--- src/design/can_ctl_pkg.sv ---
package can_ctl_pkg;

  // ---------------------------------------------------------------------------
  // Bus geometry
  // ---------------------------------------------------------------------------
  localparam int ADDR_W = 8;
  localparam int DATA_W = 32;
  localparam int ID_W = 29;

  // ---------------------------------------------------------------------------
  // Register offsets (byte addresses, one aligned word each)
  // ---------------------------------------------------------------------------
  localparam logic [7:0] OFS_MASTER_CONTROL = 8'h00;
  localparam logic [7:0] OFS_MASTER_STATUS = 8'h04;
  localparam logic [7:0] OFS_TRANSMIT_STATUS = 8'h08;
  localparam logic [7:0] OFS_TRANSMIT_PRIORITY = 8'h0c;
  localparam logic [7:0] OFS_RX_FIFO_CONTROL = 8'h10;
  localparam logic [7:0] OFS_DIAGNOSIS = 8'h14;
  localparam logic [7:0] OFS_ERROR_STATUS = 8'h18;
  localparam logic [7:0] OFS_ERROR_ENABLE = 8'h1c;
  localparam logic [7:0] OFS_IRQ_ENABLE = 8'h20;

  // ---------------------------------------------------------------------------
  // Reset values
  // ---------------------------------------------------------------------------
  localparam logic [7:0] RST_MASTER_CONTROL = 8'h02;
  localparam logic [7:0] RST_MASTER_STATUS = 8'h02;
  localparam logic [7:0] RST_TRANSMIT_STATUS = 8'h00;
  localparam logic [7:0] RST_TRANSMIT_PRIORITY = 8'h0c;

  // ---------------------------------------------------------------------------
  // Field positions
  // ---------------------------------------------------------------------------
  localparam int MC_AUTO_BUSOFF = 6;
  localparam int MC_AUTO_WAKEUP = 5;
  localparam int MC_SINGLE_SHOT = 4;
  localparam int MC_FIFO_LOCK = 3;
  localparam int MC_TX_CHRONO = 2;
  localparam int MC_SLEEP_REQ = 1;
  localparam int MC_INIT_REQ = 0;
  localparam logic [7:0] MC_WRITE_MASK = 8'h7f;
  localparam int MS_RECEIVER = 5;
  localparam int MS_TRANSMITTER = 4;
  localparam int MS_WAKEUP = 3;
  localparam int MS_ERROR_IRQ = 2;
  localparam int MS_SLEEP_ACK = 1;
  localparam int MS_INIT_ACK = 0;
  localparam int TS_OK_LSB = 4;
  localparam int TS_DONE_LSB = 0;
  localparam int TP_LOW_LSB = 5;
  localparam int TP_EMPTY_LSB = 2;
  localparam int RF_RELEASE = 5;
  localparam int RF_OVERRUN = 4;
  localparam int RF_FULL = 3;
  localparam int DG_RX = 3;
  localparam int DG_SAMPLE = 2;
  localparam int DG_SILENT = 1;
  localparam int DG_LOOPBACK = 0;
  localparam int ES_LEC_LSB = 4;
  localparam int ES_BUSOFF = 2;
  localparam int ES_PASSIVE = 1;
  localparam int ES_WARNING = 0;
  localparam logic [7:0] EE_WRITE_MASK = 8'h97;
  localparam int EE_ERROR_IRQ = 7;
  localparam int EE_LEC = 4;
  localparam int IE_WAKEUP = 7;

  // ---------------------------------------------------------------------------
  // Bus timing counts and receive FIFO depth
  // ---------------------------------------------------------------------------
  localparam logic [3:0] RECESSIVE_RUN = 4'd11;
  localparam logic [7:0] BUSOFF_RUNS = 8'd128;
  localparam logic [1:0] FIFO_DEPTH = 2'd3;

  // ---------------------------------------------------------------------------
  // Operating modes
  // ---------------------------------------------------------------------------
  typedef enum logic [2:0] {
    MODE_SLEEP,
    MODE_INIT,
    MODE_SYNC,
    MODE_NORMAL,
    MODE_BUSOFF
  } mode_t;

  // Sticky flag update: hardware set wins over clear
  function automatic logic flag_next(input logic cur, input logic set, input logic clr);
    flag_next = set | (cur & ~clr);
  endfunction : flag_next

  // Register address match
  function automatic logic addr_hit(input logic [ADDR_W-1:0] addr, input logic [7:0] ofs);
    addr_hit = (addr == ofs);
  endfunction : addr_hit

endpackage : can_ctl_pkg

--- src/design/tx_prio_if.sv ---
`timescale 1ns/1ps
interface tx_prio_if;
  logic [1:0] pending;
  logic [can_ctl_pkg::ID_W-1:0] id0;
  logic [can_ctl_pkg::ID_W-1:0] id1;
  logic chrono;
  logic newer1;
  logic nextMb;
  logic [1:0] lowest;
  logic [1:0] empty;
  logic [1:0] code;

  modport sel (input pending, input id0, input id1, input chrono, input newer1,
               output nextMb, output lowest, output empty, output code);
  modport ctl (output pending, output id0, output id1, output chrono, output newer1,
               input nextMb, input lowest, input empty, input code);
endinterface : tx_prio_if

--- src/design/tx_prio_sel.sv ---
`timescale 1ns/1ps
module tx_prio_sel (
  tx_prio_if.sel pr
);
  import can_ctl_pkg::*;

  // ---------------------------------------------------------------------------
  // Mailbox ordering
  // ---------------------------------------------------------------------------
  wire bothPending = &pr.pending;
  // Ties on identifier go to mailbox 0, so the choice is always defined
  wire pickById = (pr.id1 < pr.id0);
  // Older request first when chronological order is selected
  wire pickByAge = ~pr.newer1;
  wire pickBoth = pr.chrono ? pickByAge : pickById;

  // Selection, lowest flags, empty flags and next-free code
  assign pr.nextMb = bothPending ? pickBoth : pr.pending[1];
  assign pr.lowest = bothPending ? (pr.nextMb ? 2'b01 : 2'b10) : 2'b00;
  assign pr.empty = ~pr.pending;
  assign pr.code = pr.empty[0] ? 2'd0 : (pr.empty[1] ? 2'd1 : {1'b0, ~pr.nextMb});

endmodule : tx_prio_sel

--- src/design/can_mode_and_tx_status_control.sv ---
// Our own choices: the register addresses and register access over APB.
`timescale 1ns/1ps
module can_mode_and_tx_status_control (
  input wire logic clk,
  input wire logic reset_n,
  input wire logic ce,
  input wire logic psel,
  input wire logic penable,
  input wire logic pwrite,
  input wire logic [can_ctl_pkg::ADDR_W-1:0] paddr,
  input wire logic [can_ctl_pkg::DATA_W-1:0] pwdata,
  output logic [can_ctl_pkg::DATA_W-1:0] prdata,
  output logic pready,
  output logic pslverr,
  input wire logic canRx,
  output logic canTx,
  input wire logic engTxBit,
  input wire logic bitTick,
  input wire logic rxActive,
  input wire logic txActive,
  input wire logic lastSample,
  input wire logic msgAccepted,
  output logic fifoStore,
  output logic fifoOverwrite,
  input wire logic busOffEnter,
  input wire logic errPassive,
  input wire logic errWarning,
  input wire logic lecUpdate,
  input wire logic [2:0] lecCode,
  input wire logic [1:0] txRequest,
  input wire logic [1:0] txAbort,
  input wire logic [can_ctl_pkg::ID_W-1:0] mbId0,
  input wire logic [can_ctl_pkg::ID_W-1:0] mbId1,
  output logic txStart,
  output logic txMailbox,
  input wire logic txEndOk,
  input wire logic txEndFail,
  output logic silentMode,
  output logic loopbackMode,
  output logic statusIrq
);
  import can_ctl_pkg::*;

  // ---------------------------------------------------------------------------
  // Reset release
  // ---------------------------------------------------------------------------
  logic [1:0] rstSync_ff;
  wire rstN = rstSync_ff[1];

  // Two-stage release; not frozen by ce so reset always completes
  always_ff @(posedge clk or negedge reset_n)
  begin
    if (!reset_n)
      rstSync_ff <= 2'b00;
    else
      rstSync_ff <= {rstSync_ff[0], 1'b1};
  end

  // ---------------------------------------------------------------------------
  // APB decode
  // ---------------------------------------------------------------------------
  wire accessPh = psel & penable;
  wire wrEn = accessPh & pwrite & ce;
  wire [7:0] wd = pwdata[7:0];
  wire hitMc = addr_hit(paddr, OFS_MASTER_CONTROL);
  wire hitMs = addr_hit(paddr, OFS_MASTER_STATUS);
  wire hitTs = addr_hit(paddr, OFS_TRANSMIT_STATUS);
  wire hitTp = addr_hit(paddr, OFS_TRANSMIT_PRIORITY);
  wire hitRf = addr_hit(paddr, OFS_RX_FIFO_CONTROL);
  wire hitDg = addr_hit(paddr, OFS_DIAGNOSIS);
  wire hitEs = addr_hit(paddr, OFS_ERROR_STATUS);
  wire hitEe = addr_hit(paddr, OFS_ERROR_ENABLE);
  wire hitIe = addr_hit(paddr, OFS_IRQ_ENABLE);
  wire mapped = hitMc | hitMs | hitTs | hitTp | hitRf | hitDg | hitEs | hitEe | hitIe;
  wire wrMc = wrEn & hitMc;
  wire wrMs = wrEn & hitMs;
  wire wrTs = wrEn & hitTs;
  wire wrRf = wrEn & hitRf;
  wire wrDg = wrEn & hitDg;
  wire wrEs = wrEn & hitEs;
  wire wrEe = wrEn & hitEe;
  wire wrIe = wrEn & hitIe;

  // A read answers only after an enabled edge took its snapshot; ce low in setup adds a wait
  logic rdHeld_ff;
  assign pready = accessPh & ce & (pwrite | rdHeld_ff);
  assign pslverr = pready & ~mapped;

  // ---------------------------------------------------------------------------
  // Control registers
  // ---------------------------------------------------------------------------
  logic [7:0] mctrl_ff;
  logic [1:0] diagCfg_ff;
  logic [7:0] errEn_ff;
  logic wkuEn_ff;
  mode_t mode_ff;
  mode_t nxt_mode;
  logic rxPrev_ff;

  wire autoBusOff = mctrl_ff[MC_AUTO_BUSOFF];
  wire autoWake = mctrl_ff[MC_AUTO_WAKEUP];
  wire singleShot = mctrl_ff[MC_SINGLE_SHOT];
  wire fifoLock = mctrl_ff[MC_FIFO_LOCK];
  wire initReq = mctrl_ff[MC_INIT_REQ];
  wire sleepReq = mctrl_ff[MC_SLEEP_REQ];

  // Start of frame while asleep is the first dominant edge on the receive pin
  wire sofSleep = (mode_ff == MODE_SLEEP) & rxPrev_ff & ~canRx;
  wire hwWake = sofSleep & autoWake;
  // Reserved bit 7 is never stored
  wire [7:0] mcWrite = wd & MC_WRITE_MASK;
  wire [7:0] nxt_mctrl = wrMc ? mcWrite :
                         (hwWake ? (mctrl_ff & ~(8'h01 << MC_SLEEP_REQ)) : mctrl_ff);

  // Master control, diagnosis and enable registers
  always_ff @(posedge clk or negedge rstN)
  begin
    if (!rstN)
    begin
      mctrl_ff <= RST_MASTER_CONTROL;
      diagCfg_ff <= 2'b00;
      errEn_ff <= 8'h00;
      wkuEn_ff <= 1'b0;
      rxPrev_ff <= 1'b1;
    end
    else if (ce)
    begin
      mctrl_ff <= nxt_mctrl;
      if (wrDg)
        diagCfg_ff <= wd[1:0];
      if (wrEe)
        errEn_ff <= wd & EE_WRITE_MASK;
      if (wrIe)
        wkuEn_ff <= wd[IE_WAKEUP];
      rxPrev_ff <= canRx;
    end
  end

  assign silentMode = diagCfg_ff[DG_SILENT];
  assign loopbackMode = diagCfg_ff[DG_LOOPBACK];

  // ---------------------------------------------------------------------------
  // Recessive run counting
  // ---------------------------------------------------------------------------
  logic [3:0] recBits_ff;
  logic [7:0] recRuns_ff;
  wire counting = (mode_ff == MODE_SYNC) | (mode_ff == MODE_BUSOFF);
  wire runDone = counting & bitTick & canRx & (recBits_ff == RECESSIVE_RUN - 4'd1);
  wire busOffDone = (mode_ff == MODE_BUSOFF) & autoBusOff & runDone &
                    (recRuns_ff == BUSOFF_RUNS - 8'd1);
  wire [3:0] nxt_recBits = !counting ? 4'd0 :
                           (!bitTick ? recBits_ff :
                           ((canRx & ~runDone) ? recBits_ff + 4'd1 : 4'd0));
  wire [7:0] nxt_recRuns = (mode_ff != MODE_BUSOFF) ? 8'd0 :
                           (runDone ? recRuns_ff + 8'd1 : recRuns_ff);

  // A dominant bit restarts the current run but keeps completed runs
  always_ff @(posedge clk or negedge rstN)
  begin
    if (!rstN)
    begin
      recBits_ff <= 4'd0;
      recRuns_ff <= 8'd0;
    end
    else if (ce)
    begin
      recBits_ff <= nxt_recBits;
      recRuns_ff <= nxt_recRuns;
    end
  end

  // ---------------------------------------------------------------------------
  // Mode sequencing
  // ---------------------------------------------------------------------------
  logic txBusy_ff;
  wire frameBusy = rxActive | txActive | txBusy_ff;

  // Init and sleep wait for the bus to go quiet only in normal mode; init outranks sleep except in sleep mode
  always_comb
  begin
    nxt_mode = mode_ff;
    unique case (mode_ff)
      MODE_SLEEP:
        if (!sleepReq)
          nxt_mode = initReq ? MODE_INIT : MODE_SYNC;
      MODE_INIT:
        if (!initReq)
          nxt_mode = sleepReq ? MODE_SLEEP : MODE_SYNC;
      MODE_SYNC:
        if (initReq)
          nxt_mode = MODE_INIT;
        else if (sleepReq)
          nxt_mode = MODE_SLEEP;
        else if (runDone)
          nxt_mode = MODE_NORMAL;
      MODE_NORMAL:
        if (busOffEnter)
          nxt_mode = MODE_BUSOFF;
        else if (initReq & ~frameBusy)
          nxt_mode = MODE_INIT;
        else if (sleepReq & ~frameBusy)
          nxt_mode = MODE_SLEEP;
      MODE_BUSOFF:
        if (busOffDone)
          nxt_mode = MODE_NORMAL;
        else if (initReq)
          nxt_mode = MODE_INIT;
      default:
        nxt_mode = MODE_SLEEP;
    endcase
  end

  // Sleep after reset matches the sleep request held in the control reset value
  always_ff @(posedge clk or negedge rstN)
  begin
    if (!rstN)
      mode_ff <= MODE_SLEEP;
    else if (ce)
      mode_ff <= nxt_mode;
  end

  wire initAck = (mode_ff == MODE_INIT);
  wire sleepAck = (mode_ff == MODE_SLEEP);
  wire busOffFlag = (mode_ff == MODE_BUSOFF);

  // ---------------------------------------------------------------------------
  // Master status and error flags
  // ---------------------------------------------------------------------------
  logic wakeup_ff;
  logic errIrq_ff;
  logic isRx_ff;
  logic isTx_ff;
  logic [2:0] lec_ff;
  logic [2:0] errPrev_ff;
  logic statusIrq_ff;
  wire [2:0] errNow = {busOffFlag, errPassive, errWarning};
  wire [2:0] errRise = errNow & ~errPrev_ff;
  wire lecHw = lecUpdate & (lecCode != 3'd0);
  wire errEvent = (lecHw & errEn_ff[EE_LEC]) |
                  (|(errRise & errEn_ff[ES_BUSOFF:ES_WARNING]));
  wire nxt_wakeup = flag_next(wakeup_ff, sofSleep, wrMs & wd[MS_WAKEUP]);
  wire nxt_errIrq = flag_next(errIrq_ff, errEvent, wrMs & wd[MS_ERROR_IRQ]);
  wire nxt_statusIrq = (nxt_wakeup & wkuEn_ff) | (nxt_errIrq & errEn_ff[EE_ERROR_IRQ]);
  wire [2:0] nxt_lec = lecUpdate ? lecCode : (wrEs ? wd[ES_LEC_LSB+2:ES_LEC_LSB] : lec_ff);

  // Role bits follow the protocol engine with one cycle of delay
  always_ff @(posedge clk or negedge rstN)
  begin
    if (!rstN)
    begin
      wakeup_ff <= 1'b0;
      errIrq_ff <= 1'b0;
      isRx_ff <= 1'b0;
      isTx_ff <= 1'b0;
      lec_ff <= 3'd0;
      errPrev_ff <= 3'd0;
      statusIrq_ff <= 1'b0;
    end
    else if (ce)
    begin
      wakeup_ff <= nxt_wakeup;
      errIrq_ff <= nxt_errIrq;
      isRx_ff <= rxActive;
      isTx_ff <= txActive;
      lec_ff <= nxt_lec;
      errPrev_ff <= errNow;
      statusIrq_ff <= nxt_statusIrq;
    end
  end

  assign statusIrq = statusIrq_ff;

  // ---------------------------------------------------------------------------
  // Receive FIFO bookkeeping
  // ---------------------------------------------------------------------------
  logic [1:0] fifoCnt_ff;
  logic fifoFull_ff;
  logic fifoOvr_ff;
  wire fifoAtTop = (fifoCnt_ff == FIFO_DEPTH);
  wire accept = msgAccepted & (mode_ff == MODE_NORMAL) & ce;
  wire release_ = wrRf & wd[RF_RELEASE] & (fifoCnt_ff != 2'd0);
  wire cntUp = accept & ~fifoAtTop;
  wire [1:0] nxt_fifoCnt = fifoCnt_ff + {1'b0, cntUp} - {1'b0, release_};
  wire nxt_fifoFull = flag_next(fifoFull_ff, cntUp & (fifoCnt_ff == FIFO_DEPTH - 2'd1),
                                release_ | (wrRf & wd[RF_FULL]));
  wire nxt_fifoOvr = flag_next(fifoOvr_ff, accept & fifoAtTop, wrRf & wd[RF_OVERRUN]);

  assign fifoStore = cntUp;
  // Locked FIFO drops the newcomer, unlocked replaces the newest slot
  assign fifoOverwrite = accept & fifoAtTop & ~fifoLock;

  // Pending count and FIFO flags
  always_ff @(posedge clk or negedge rstN)
  begin
    if (!rstN)
    begin
      fifoCnt_ff <= 2'd0;
      fifoFull_ff <= 1'b0;
      fifoOvr_ff <= 1'b0;
    end
    else if (ce)
    begin
      fifoCnt_ff <= nxt_fifoCnt;
      fifoFull_ff <= nxt_fifoFull;
      fifoOvr_ff <= nxt_fifoOvr;
    end
  end

  // ---------------------------------------------------------------------------
  // Transmit mailboxes
  // ---------------------------------------------------------------------------
  tx_prio_if pr ();
  tx_prio_sel u_sel (
    .pr (pr)
  );

  logic [1:0] pending_ff;
  logic [1:0] done_ff;
  logic [1:0] ok_ff;
  logic curMb_ff;
  logic newer1_ff;

  assign pr.pending = pending_ff;
  assign pr.id0 = mbId0;
  assign pr.id1 = mbId1;
  assign pr.chrono = mctrl_ff[MC_TX_CHRONO];
  assign pr.newer1 = newer1_ff;

  // No new frame once init or sleep is asked for
  wire startOk = (mode_ff == MODE_NORMAL) & ~txBusy_ff & ~rxActive & (|pending_ff) &
                 ~initReq & ~sleepReq & ~busOffEnter;
  assign txStart = startOk & ce;
  assign txMailbox = pr.nextMb;

  wire [1:0] curMask = curMb_ff ? 2'b10 : 2'b01;
  wire [1:0] endOkMask = (txBusy_ff & txEndOk) ? curMask : 2'b00;
  // Failure ends the request only in single-shot mode
  wire [1:0] endFailMask = (txBusy_ff & txEndFail & singleShot) ? curMask : 2'b00;
  wire [1:0] inFlight = txBusy_ff ? curMask : 2'b00;
  // Abort of the mailbox on the bus is ignored; that frame runs to its end
  wire [1:0] abortMask = txAbort & pending_ff & ~inFlight;
  wire [1:0] doneSet = endOkMask | endFailMask | abortMask;
  wire [1:0] doneClr = wrTs ? wd[TS_DONE_LSB+1:TS_DONE_LSB] : 2'b00;
  wire [1:0] nxt_pending = txRequest | (pending_ff & ~doneSet);
  wire [1:0] nxt_done = doneSet | (done_ff & ~doneClr);
  wire [1:0] nxt_ok = endOkMask | (ok_ff & ~(txRequest | doneClr));
  wire nxt_newer1 = (txRequest == 2'b10) ? 1'b1 : ((txRequest == 2'b01) ? 1'b0 : newer1_ff);
  wire nxt_txBusy = txStart | (txBusy_ff & ~(txEndOk | txEndFail));

  // Mailbox state; a failed frame stays pending for retransmission unless single-shot is set
  always_ff @(posedge clk or negedge rstN)
  begin
    if (!rstN)
    begin
      pending_ff <= 2'b00;
      done_ff <= 2'b00;
      ok_ff <= 2'b00;
      txBusy_ff <= 1'b0;
      curMb_ff <= 1'b0;
      newer1_ff <= 1'b0;
    end
    else if (ce)
    begin
      pending_ff <= nxt_pending;
      done_ff <= nxt_done;
      ok_ff <= nxt_ok;
      txBusy_ff <= nxt_txBusy;
      newer1_ff <= nxt_newer1;
      if (txStart)
        curMb_ff <= pr.nextMb;
    end
  end

  // ---------------------------------------------------------------------------
  // Transmit pin
  // ---------------------------------------------------------------------------
  logic canTx_ff;

  // Recessive whenever the node must not drive the bus
  always_ff @(posedge clk or negedge rstN)
  begin
    if (!rstN)
      canTx_ff <= 1'b1;
    else if (ce)
      canTx_ff <= ((mode_ff == MODE_NORMAL) & ~silentMode) ? engTxBit : 1'b1;
  end

  assign canTx = canTx_ff;

  // ---------------------------------------------------------------------------
  // Read path
  // ---------------------------------------------------------------------------
  // Reserved bits are tied to zero in every image
  wire [7:0] msImg = {2'b00, isRx_ff, isTx_ff, wakeup_ff, errIrq_ff, sleepAck, initAck};
  wire [7:0] tsImg = {2'b00, ok_ff, 2'b00, done_ff};
  wire [7:0] tpImg = {1'b0, pr.lowest, 1'b0, pr.empty, pr.code};
  wire [7:0] rfImg = {3'b000, fifoOvr_ff, fifoFull_ff, 1'b0, fifoCnt_ff};
  wire [7:0] dgImg = {4'h0, canRx, lastSample, diagCfg_ff};
  wire [7:0] esImg = {1'b0, lec_ff, 1'b0, errNow};
  wire [7:0] ieImg = {wkuEn_ff, 7'h00};
  wire [7:0] rdMux = hitMc ? mctrl_ff :
                     hitMs ? msImg :
                     hitTs ? tsImg :
                     hitTp ? tpImg :
                     hitRf ? rfImg :
                     hitDg ? dgImg :
                     hitEs ? esImg :
                     hitEe ? errEn_ff :
                     hitIe ? ieImg : 8'h00;
  logic [7:0] rdata_ff;

  // Snapshot on the first enabled edge of a read, held until the answer
  always_ff @(posedge clk or negedge rstN)
  begin
    if (!rstN)
    begin
      rdata_ff <= 8'h00;
      rdHeld_ff <= 1'b0;
    end
    else if (ce)
    begin
      rdHeld_ff <= psel & ~pwrite & ~pready;
      if (psel & ~pwrite & ~rdHeld_ff)
        rdata_ff <= rdMux;
    end
  end

  assign prdata = {24'h000000, rdata_ff};

endmodule : can_mode_and_tx_status_control

--- config.mk ---
export PLATFORM = sky130hd
export DESIGN_NAME = can_mode_and_tx_status_control
export DESIGN_NICKNAME = d
export VERILOG_FILES = /design/src/design/can_ctl_pkg.sv /design/src/design/tx_prio_if.sv /design/src/design/tx_prio_sel.sv /design/src/design/can_mode_and_tx_status_control.sv
export SDC_FILE = /design/constraint.sdc
export NUM_CORES = 1
export LEC_CHECK = 0
export ABC_CLOCK_PERIOD_IN_PS = 6500
export BUFFER_PORTS_ARGS = -buffer_cell sky130_fd_sc_hd__buf_2
export CORE_ASPECT_RATIO = 1.4
export CORE_MARGIN = 3
export CORE_UTILIZATION = 50
export DETAILED_ROUTE_END_ITERATION = 6
export PLACE_DENSITY = 0.8
export SETUP_SLACK_MARGIN = 0.3
export SYNTH_ARGS = -nofsm -noshare
export SYNTH_HDL_FRONTEND = slang
export SYNTH_HIERARCHICAL = 1
export SYNTH_SLANG_ARGS = --single-unit
--- constraint.sdc ---
create_clock -name clk -period 6.5 [get_ports clk]
set_clock_uncertainty 0.1 [all_clocks]
set_input_delay 1.3 -clock clk [delete_from_list [all_inputs] [get_ports clk]]
set_output_delay 1.3 -clock clk [all_outputs]
set_load 0.03 [all_outputs]
==> results by group, run 1 <==
Yosys
  – Commonest register cell after synthesis: dfrtp_1
  – Synth top area cells: dfrtp_1 (34%), ha_1 (9.0%), mux2_2 (6.4%)
  – #FFs+latches synth: 67
  – Post-synth EDFFs: 0
  – Sequential-to-total area share from yosys stat: between 30% and 40%
  – Area leader, netlist: dfrtp_1
  – Yosys warning count: 6
  – Netlist Area Pre-Place: 4750 um2
  – Post-synth top area share: 33.7%
  – Distinct cells, synth: 72
  – Mapped Cells: 532
  – Avg Inst Size Synth: 8.93 um2
  – Share of synthesized registers carrying an async set or reset: 100%

Setup path
  – R2R depth: 9
  – Crit. Startpoint: mbId0[27]
  – Critical R2R Capture: fifoCnt_ff[1]
  – Critical-path top delay cell: a2111oi_1
  – CP required: between 5 and 6 ns
  – Largest fanout on the critical path: 4
  – CP Cell Sequence: buf_2, inv_1, ha_1, nand4_2, nor4_4, a2111oi_1, a32oi_1, a41oi_2, o21a_1, buf_2
  – Critical Path AT: 3.22 ns
  – Critical Path Source Type: input port
  – R2R Setup Slk: around 4 ns
  – Cell mode on critical path: buf_2
  – CP peak stage delay: 0.39 ns
  – Crit end category: output port
  – Critical path class: input port to output port
  – Reg2reg start: mode_ff[0]

Cells and area
  – Post-route cell area: 5600 um2
  – Synth-to-Final Area Change: 17.9%
  – Fillers: 783
  – Most frequent cells in the layout: buf_2 (117), dfrtp_1 (63), nand2_1 (56)
  – # diodes: 0
  – NumNets Final: 802
  – Commonest non-fill, non-tap cell in the layout: buf_2
  – Share of cells above drive strength 1: 27.6%

CTS
  – CTS Buf Count: 9
  – Total clock sinks: 67
  – Clk buf depth: 2
  – Cells resized by post-CTS repair: 0
  – Setup Fix Bufs, Post-CTS: 0
  – Clock transition at the registers of the reported paths: 0.05 ns
  – H-Tree Depth: 3
  – Root Driver: clkbuf_16
  – Clock Latency Late Sink: 0.33 ns
  – CTS tree: yes
  – Number of hold buffers added after CTS: 0

Worst hold path
  – Worst Hold Class: flip-flop to flip-flop
  – HP Start: rstSync_ff[0]
  – WHS Path Cells: 0
  – Min-Delay Endpoint: rstSync_ff[1]

Pwr
  – Static Leak: 2.90 nW
  – Total power: ~0.0013 W
  – P per Cell Area: around 230 nW/um2
  – Worst IR Drop VDD: 0.211 mV

Drt
  – WL per Instance: approximately 17 um
  – Via density: 5.74
  – Final ANT Viol Nets: 0
  – WL final: 12600 um
  – DR vias: about 4.3k
  – Drt drc: 0
  – First-pass DRT Iterations: 5
  – Initial DRC Count: around 310

Die
  – Die height: between 100 and 150 um
  – Placement Rows: 41
  – Starting Density: 52.0%
  – Chip width: 88.4 um
  – Core ar.: slightly above 9000 um2
  – Die footprint: between 10000 and 15000 um2
  – IO Count: 166

Global routing
  – All-Layer GR Usage: 23.6%
  – Largest net degree at the start of global routing: 66
  – First-pass GRT wire length: between 15000 and 20000 um
  – Vias in the first global route: 4098
  – Grt ovf: 0
  – Antenna violations before repair: 0

Placement
  – Area after DPL: 5310 um2
  – DP HPWL: 9900 um
  – # port buffers: approximately 120
  – Routability cong.: 0.938

STA
  – Final min period: between 4 and 5 ns
  – Final Slew Violations: 0
  – Final Cycle Share: 71.1%
  – Measured slew at the worst slew-check pin: 0.807 ns
  – Setup Viol. Count Final: 0
  – Final TNS setup: 0 ns
  – RSZ-0062 raised after global routing: no
  – Final Hold Viols: 0
  – Fmax: 216 MHz
  – Slew headroom: 46.2%

Run
  – Max-Cap Viols: 0

Outcome
  – Status: finished clean
[worst max-delay path by stage]
stage	end	slack (ns)	cells after the start
6_report	txMailbox	1.88	10
5_1_grt	txMailbox	1.80	10
4_1_cts	txMailbox	1.89	10
3_5_place_dp	txMailbox	1.90	10
3_3_place_gp	txMailbox	1.93	10
2_1_floorplan	txMailbox	2.21	8
[area by class of cell]
type / instances / area (um2) / area share, %
tap: 107 / 134 / 2.39
clock buffer: 11 / 233 / 4.16
timing repair buffer: 118 / 593 / 10.6
multi-input combinational: 400 / 2720 / 48.6
inverter: 48 / 180 / 3.22
sequential: 67 / 1680 / 30.0
clock inverter: 5 / 53.8 / 0.961
[layer usage]
layer | GRT usage, % | wire length [um] | share of wire [%] | vias up
li1 | - | - | - | 2070
met1 | 26.0 | 4630 | 37 | 2025
met2 | 42.1 | 6420 | 51 | 214
met3 | 5.77 | 1120 | 8.9 | 34
met4 | 9.83 | 426 | 3.4 | 0
met5 | 0 | 0 | 0 | -
[registers in the layout (all words and copies together) (netlist names), 2 cells and up]
name	cells
diagCfg_ff	2
done_ff	2
errEn_ff	5
errPrev_ff	3
fifoCnt_ff	2
lec_ff	3
mctrl_ff	7
mode_ff	3
ok_ff	2
pending_ff	2
rdata_ff	8
recBits_ff	4
recRuns_ff	8
rstSync_ff	2
[stage by stage]
| stage | setup WS [ns] | hold WS (ns) | cells | util (%) |
|---|---|---|---|---|
| finish | 1.88 | 0.249 | 756 | 61.3 |
| global route | 1.80 | 0.264 | 756 | 61.3 |
| CTS | 1.89 | 0.254 | 756 | 61.3 |
| detailed placement | 1.90 | 0.242 | 740 | 58.2 |
| global placement | 1.93 | 0.237 | 740 | 58.2 |
| floorplan | 2.21 | 0.231 | 555 | - |
[synth_stat cells, types with 6 or more instances]
cell type and n:
a21o_1 6, a21oi_1 27, a31oi_1 7, and2_1 6, and3_1 10, buf_2 7, buf_4 25, dfrtp_1 64
ha_1 34, inv_1 47, mux2_2 27, nand2_1 56, nand3_1 16, nor2_1 37, nor3_1 6, o21ai_0 30
xor2_1 7
[kinds of logic (layout without fill, tap and decap cells)]
| family | count (synthesis) | count (layout) | synth area share [%] |
|---|---|---|---|
| AO/OA/AOI/OAI | 122 | 122 | 16.7 |
| XOR/XNOR | 8 | 8 | 1.47 |
| adder cells (fa/ha/maj) | 34 | 34 | 8.95 |
| buffers and inverters | 88 | 182 | 9.11 |
| flip-flops | 67 | 67 | 35.4 |
| multiplexers | 36 | 36 | 8.40 |
| other | 3 | 26 | 0.237 |
| AND/OR/NAND/NOR | 174 | 174 | 19.8 |
[worst max-delay path, delay by kind of cell]
family	cells	cell delay (ns)
AO/OA/AOI/OAI	4	1.04
adder cells (fa/ha/maj)	1	0.32
AND/OR/NAND/NOR	2	0.23
buffers and inverters	3	0.31
[power breakdown]
group / total [W] / internal, W / switching, W
registers: 0.000512 / 0.000460 / 0.0000522
logic: 0.000301 / 0.000118 / 0.000184
clock network: 0.000466 / 0.000295 / 0.000171
total: 0.00128 / 0.000873 / 0.000407
No activity file was read; power rests on OpenSTA's default activity.
==> run 2, diff against run 1 <==
Settings changed: ABC_CLOCK_PERIOD_IN_PS 6500 to 4670.
Clock period 6.5 ns to 4.67 ns, I/O delays scaled along.
==> run 2 against run 1 <==
Against the previous run: first-iteration DRC count up 12%; cell count up 0.13%; critical path type unchanged; clock power up 33%; die area unchanged; critical endpoint unchanged; worst hold slack better by 0.0026 ns.
==> results by group, run 2 (synthesized netlist as in run 1, its figures left out) <==
Drt
  – Final ANT Viol Nets: 0
  – First-pass DRT Iterations: 5
  – Drt drc: 0
  – Initial DRC Count: 348
  – DR vias: 4278
  – Via density: 5.65
  – WL per Instance: between 15 and 20 um
  – WL final: 12500 um

STA
  – Final Slew Violations: 0
  – Setup ws final: 0.807 ns
  – Fmax: between 200 and 300 MHz
  – Final Hold Viols: 0
  – Final TNS setup: 0 ns
  – Final min period: 3.86 ns
  – Measured slew at the worst slew-check pin: 0.820 ns
  – Slew headroom: ~45%
  – RSZ-0062 raised after global routing: no
  – Setup Viol. Count Final: 0
  – Final Cycle Share: 82.7%
  – Hold WS: roughly 0.25 ns

CTS
  – Clock Latency Late Sink: 0.34 ns
  – H-Tree Depth: 3
  – CTS tree: yes
  – Cells resized by post-CTS repair: 0
  – Setup Fix Bufs, Post-CTS: 0
  – Root Driver: clkbuf_16
  – CTS Buf Count: 9
  – Number of hold buffers added after CTS: 0
  – Clock transition at the registers of the reported paths: 0.05 ns
  – Total clock sinks: 67
  – Clk buf depth: 2

Placement
  – DP HPWL: 9840 um
  – # port buffers: 117
  – DP Worst Slack: 0.797 ns
  – Routability cong.: 0.935

Setup path
  – Crit path buffers/inverters: 3
  – CP peak stage delay: 0.38 ns
  – Largest fanout on the critical path: 4
  – R2R Setup Slk: approximately 2.2 ns
  – Critical-path top delay cell: a2111oi_1
  – Crit end category: output port
  – Cell mode on critical path: buf_2
  – Reg2reg start: recBits_ff[0]
  – CP required: 3.64 ns
  – CP Cell Sequence: buf_2, inv_1, ha_1, nand4_2, nor4_4, a2111oi_1, a32oi_1, a41oi_2, o21a_1, buf_2
  – Critical Path AT: 2.83 ns
  – Critical Path Source Type: input port
  – Crit. Startpoint: mbId0[27]
  – CP top delay family: compound AO/OA/AOI/OAI gates
  – Critical R2R Capture: mode_ff[1]
  – Critical path class: input port to output port
  – R2R depth: 7

Worst hold path
  – WHS Path Cells: 0
  – Min-Delay Endpoint: rstSync_ff[1]
  – HP Start: rstSync_ff[0]
  – Worst Hold Class: flip-flop to flip-flop

Global routing
  – First-pass GRT wire length: between 15000 and 20000 um
  – Grt ovf: 0
  – Largest net degree at the start of global routing: 66
  – Antenna violations before repair: 0
  – Vias in the first global route: 4038
  – All-Layer GR Usage: 23.6%

Cells and area
  – Fillers: 786
  – NumNets Final: between 800 and 900
  – # diodes: 0
  – Commonest non-fill, non-tap cell in the layout: buf_2
  – Synth-to-Final Area Change: 17.8%
  – Share of cells above drive strength 1: 27.5%
  – Biggest regs: rdata_ff (8), recRuns_ff (8), mctrl_ff (7)
  – Most frequent cells in the layout: buf_2 (117), dfrtp_1 (63), nand2_1 (56)

Pwr
  – P per Cell Area: 314 nW/um2
  – Static Leak: ~2.9 nW
  – Worst IR Drop VDD: 0.310 mV

Die
  – Starting Density: 52.0%
  – Die height: between 100 and 150 um
  – IO Count: 166
  – Die footprint: 10700 um2
  – Chip width: 88.4 um
  – Placement Rows: 41
  – Core ar.: 9130 um2

Outcome
  – Status: finished clean

Run
  – Max-Cap Viols: 0
## run 2: cell types whose count changed in the layout (fill, tap and decap cells not counted)
cell / before / now
clkinv_4: 1 / 0
bufinv_16: 1 / 0
clkbuf_1: 2 / 3
clkinv_2: 3 / 2
clkbuf_8: 0 / 2
buf_4: 1 / 2
## run 2: worst max-delay path by stage
stage / to / slack, ns / cells after the start
6_report: txMailbox / 0.81 / 10
3_3_place_gp: txMailbox / 0.84 / 10
2_1_floorplan: txMailbox / 1.12 / 8
3_5_place_dp: txMailbox / 0.80 / 10
5_1_grt: txMailbox / 0.70 / 10
4_1_cts: txMailbox / 0.79 / 10
## run 2: final cells by class
type	instances	area (um2)	area share, %
multi-input combinational	400	2720	48.7
tap	107	134	2.39
inverter	48	180	3.22
clock buffer	14	264	4.72
sequential	67	1680	30.1
timing repair buffer	119	601	10.7
clock inverter	2	10.0	0.179
## run 2: through the flow
| step | std cells | util, % | power (W) | cell area, um2 |
|---|---|---|---|---|
| after floorplan | 555 | - | 0.00101 | 4840 |
| after global placement | 741 | 58.3 | 0.00112 | 5320 |
| after detailed placement | 741 | 58.3 | 0.00114 | 5320 |
| after CTS | 757 | 61.3 | 0.00177 | 5590 |
| after global routing | 757 | 61.3 | 0.00185 | 5590 |
| final | 757 | 61.3 | 0.00176 | 5590 |
## run 2: power by group
part / switching (W) / internal [W] / total, W
Combinational: 0.000257 / 0.000164 / 0.000421
Sequential: 0.0000739 / 0.000640 / 0.000714
Clock: 0.000235 / 0.000386 / 0.000622
Total: 0.000566 / 0.00119 / 0.00176
## run 2: layer usage
| metal | vias up | track usage, % | share of wire, % |
|---|---|---|---|
| li1 | 2070 | - | - |
| met1 | 1987 | 27.4 | 38 |
| met2 | 201 | 41.5 | 51 |
| met3 | 20 | 6.11 | 8.3 |
| met4 | 0 | 7.94 | 2.5 |
| met5 | - | 0 | 0 |
==> run 3, diff against run 2 <==
Settings changed: ABC_CLOCK_PERIOD_IN_PS 4670 to 3500, CORE_UTILIZATION 50 to 46, PLACE_DENSITY 0.8 to 0.77.
Clock period 4.67 ns to 3.5 ns, I/O delays scaled along.
==> run 3 against run 2 <==
Against the previous run: non-clock buffer count increased by 8; clock-buffer cell count decreased by 2; die area increased by 8.2%; via count increased by 3.7%; largest cell class unchanged; largest power group unchanged.
==> results by group, run 3 (synthesized netlist as in run 1, its figures left out) <==
Outcome
  – Status: finished clean

Cells and area
  – Synth-to-Final Area Change: 26.7%
  – Most frequent cells in the layout: buf_2 (116), dfrtp_1 (63), nand2_1 (53)
  – NumNets Final: 811
  – # diodes: 0
  – Biggest regs: rdata_ff (8), recRuns_ff (8), mctrl_ff (7)
  – Post-route cell area: around 6000 um2
  – Share of cells above drive strength 1: 34.3%
  – Commonest non-fill, non-tap cell in the layout: buf_2

CTS
  – H-Tree Depth: 3
  – Root Driver: clkbuf_16
  – Clock transition at the registers of the reported paths: 0.05 ns
  – CTS Buf Count: 9
  – Clock Latency Late Sink: 0.34 ns
  – Clk buf depth: 2
  – Number of hold buffers added after CTS: 0
  – Total clock sinks: 67
  – CTS tree: yes

Die
  – Die height: 126 um
  – Placement Rows: 43
  – Core ar.: 10000 um2
  – Starting Density: 47.5%
  – IO Count: 166
  – Chip width: just over 90 um
  – Die footprint: around 12000 um2

Placement
  – DP HPWL: between 10000 and 15000 um
  – Routability cong.: 0.973
  – # port buffers: ~120
  – Area after DPL: 5380 um2

Global routing
  – Met3 usage: a little under 5%
  – Global routing's busiest layer: met2
  – First-pass GRT wire length: 20500 um
  – Antenna violations before repair: 0
  – Grt ovf: 0
  – Global Route met1 Usage: between 20% and 30%
  – Vias in the first global route: approximately 4.3k
  – All-Layer GR Usage: between 20% and 30%
  – Largest net degree at the start of global routing: 42
  – Met2 Use GR: around 40%

STA
  – Final min period: 3.27 ns
  – Slew headroom: a little over two fifths
  – Hold WS: 0.0401 ns
  – RSZ-0062 raised after global routing: yes
  – Measured slew at the worst slew-check pin: roughly 0.87 ns
  – Final Cycle Share: between 90% and 100%
  – Setup Viol. Count Final: 0
  – Final TNS setup: 0 ns
  – Final Slew Violations: 0
  – Fmax: 306 MHz
  – Final Hold Viols: 0

Pwr
  – Worst IR Drop VDD: 0.350 mV
  – Static Leak: between 2 and 3 nW
  – P per Cell Area: 412 nW/um2
  – Total power: 0.00248 W

Drt
  – Initial DRC Count: 334
  – Final ANT Viol Nets: 0
  – WL per Instance: 17.3 um
  – Via density: 5.59
  – First-pass DRT Iterations: 5
  – Drt drc: 0
  – WL final: between 10000 and 15000 um
  – DR vias: 4436

Setup path
  – Largest fanout on the critical path: 3
  – Critical Path AT: 2.47 ns
  – CP required: 2.70 ns
  – Critical path class: input port to output port
  – Crit end category: output port
  – Critical Path Source Type: input port

Worst hold path
  – Worst Hold Class: input port to asynchronous set/reset pin

Run
  – Max-Cap Viols: 0
[run 3: final timing paths]
check	slack, ns	from	end	cells past startpoint
max in group asynchronous	2.09	rstSync_ff[1]	mctrl_ff[1]	1
worst max register to register	1.21	mode_ff[0]	fifoCnt_ff[1]	9
worst max-delay path	0.23	mbId0[2]	txMailbox	10
min in group clk	0.25	rstSync_ff[0]	rstSync_ff[1]	0
worst min-delay path	0.04	reset_n	rstSync_ff[0]	1
worst min register to register	0.25	rstSync_ff[0]	rstSync_ff[1]	0
[run 3: repair_timing]
action	CTS	global route
buffers inserted	2	3
gates resized for setup	14	33
endpoints found under the setup margin	1	1
pin swaps	10	18
[run 3: critical path, cell delays in order]
cell and delay (ns):
buf_2 0.09, inv_1 0.06, ha_4 0.27, nand2_2 0.06, o21ai_4 0.17, a31oi_4 0.11, o41ai_4 0.38, a41oi_2 0.21
o21a_1 0.26, buf_6 0.15
[run 3: layer usage]
metal	routed length, um	share of wire, %	vias to the layer above
met5	0	0	-
met4	417	3.0	0
met3	999	7.3	31
met2	7300	53	213
met1	5030	37	2111
li1	-	-	2081
[run 3: where the power goes]
part / leakage (nW) / switching [W] / internal [W]
sequential: 0.858 / 0.000106 / 0.000854
clock: 0.139 / 0.000321 / 0.000569
combinational: 1.95 / 0.000367 / 0.000260
total: 2.94 / 0.000795 / 0.00168
[run 3: per-stage QoR]
step	std cells	setup WS [ns]	utilization (%)
3_5_place_dp	772	0.0813	53.7
2_1_floorplan	555	0.415	-
4_1_cts	790	0.241	57.8
5_1_grt	793	0.160	60.1
6_report	793	0.235	60.1
3_3_place_gp	772	0.146	53.7
[run 3: final cells by class]
class / count / area, um2
Tap cell: 135 / 169
Clock buffer: 12 / 246
Clock inverter: 4 / 50.0
Multi-Input combinational cell: 400 / 3020
Inverter: 48 / 180
Fill cell: 855 / 3990
Timing Repair Buffer: 127 / 667
Sequential cell: 67 / 1680
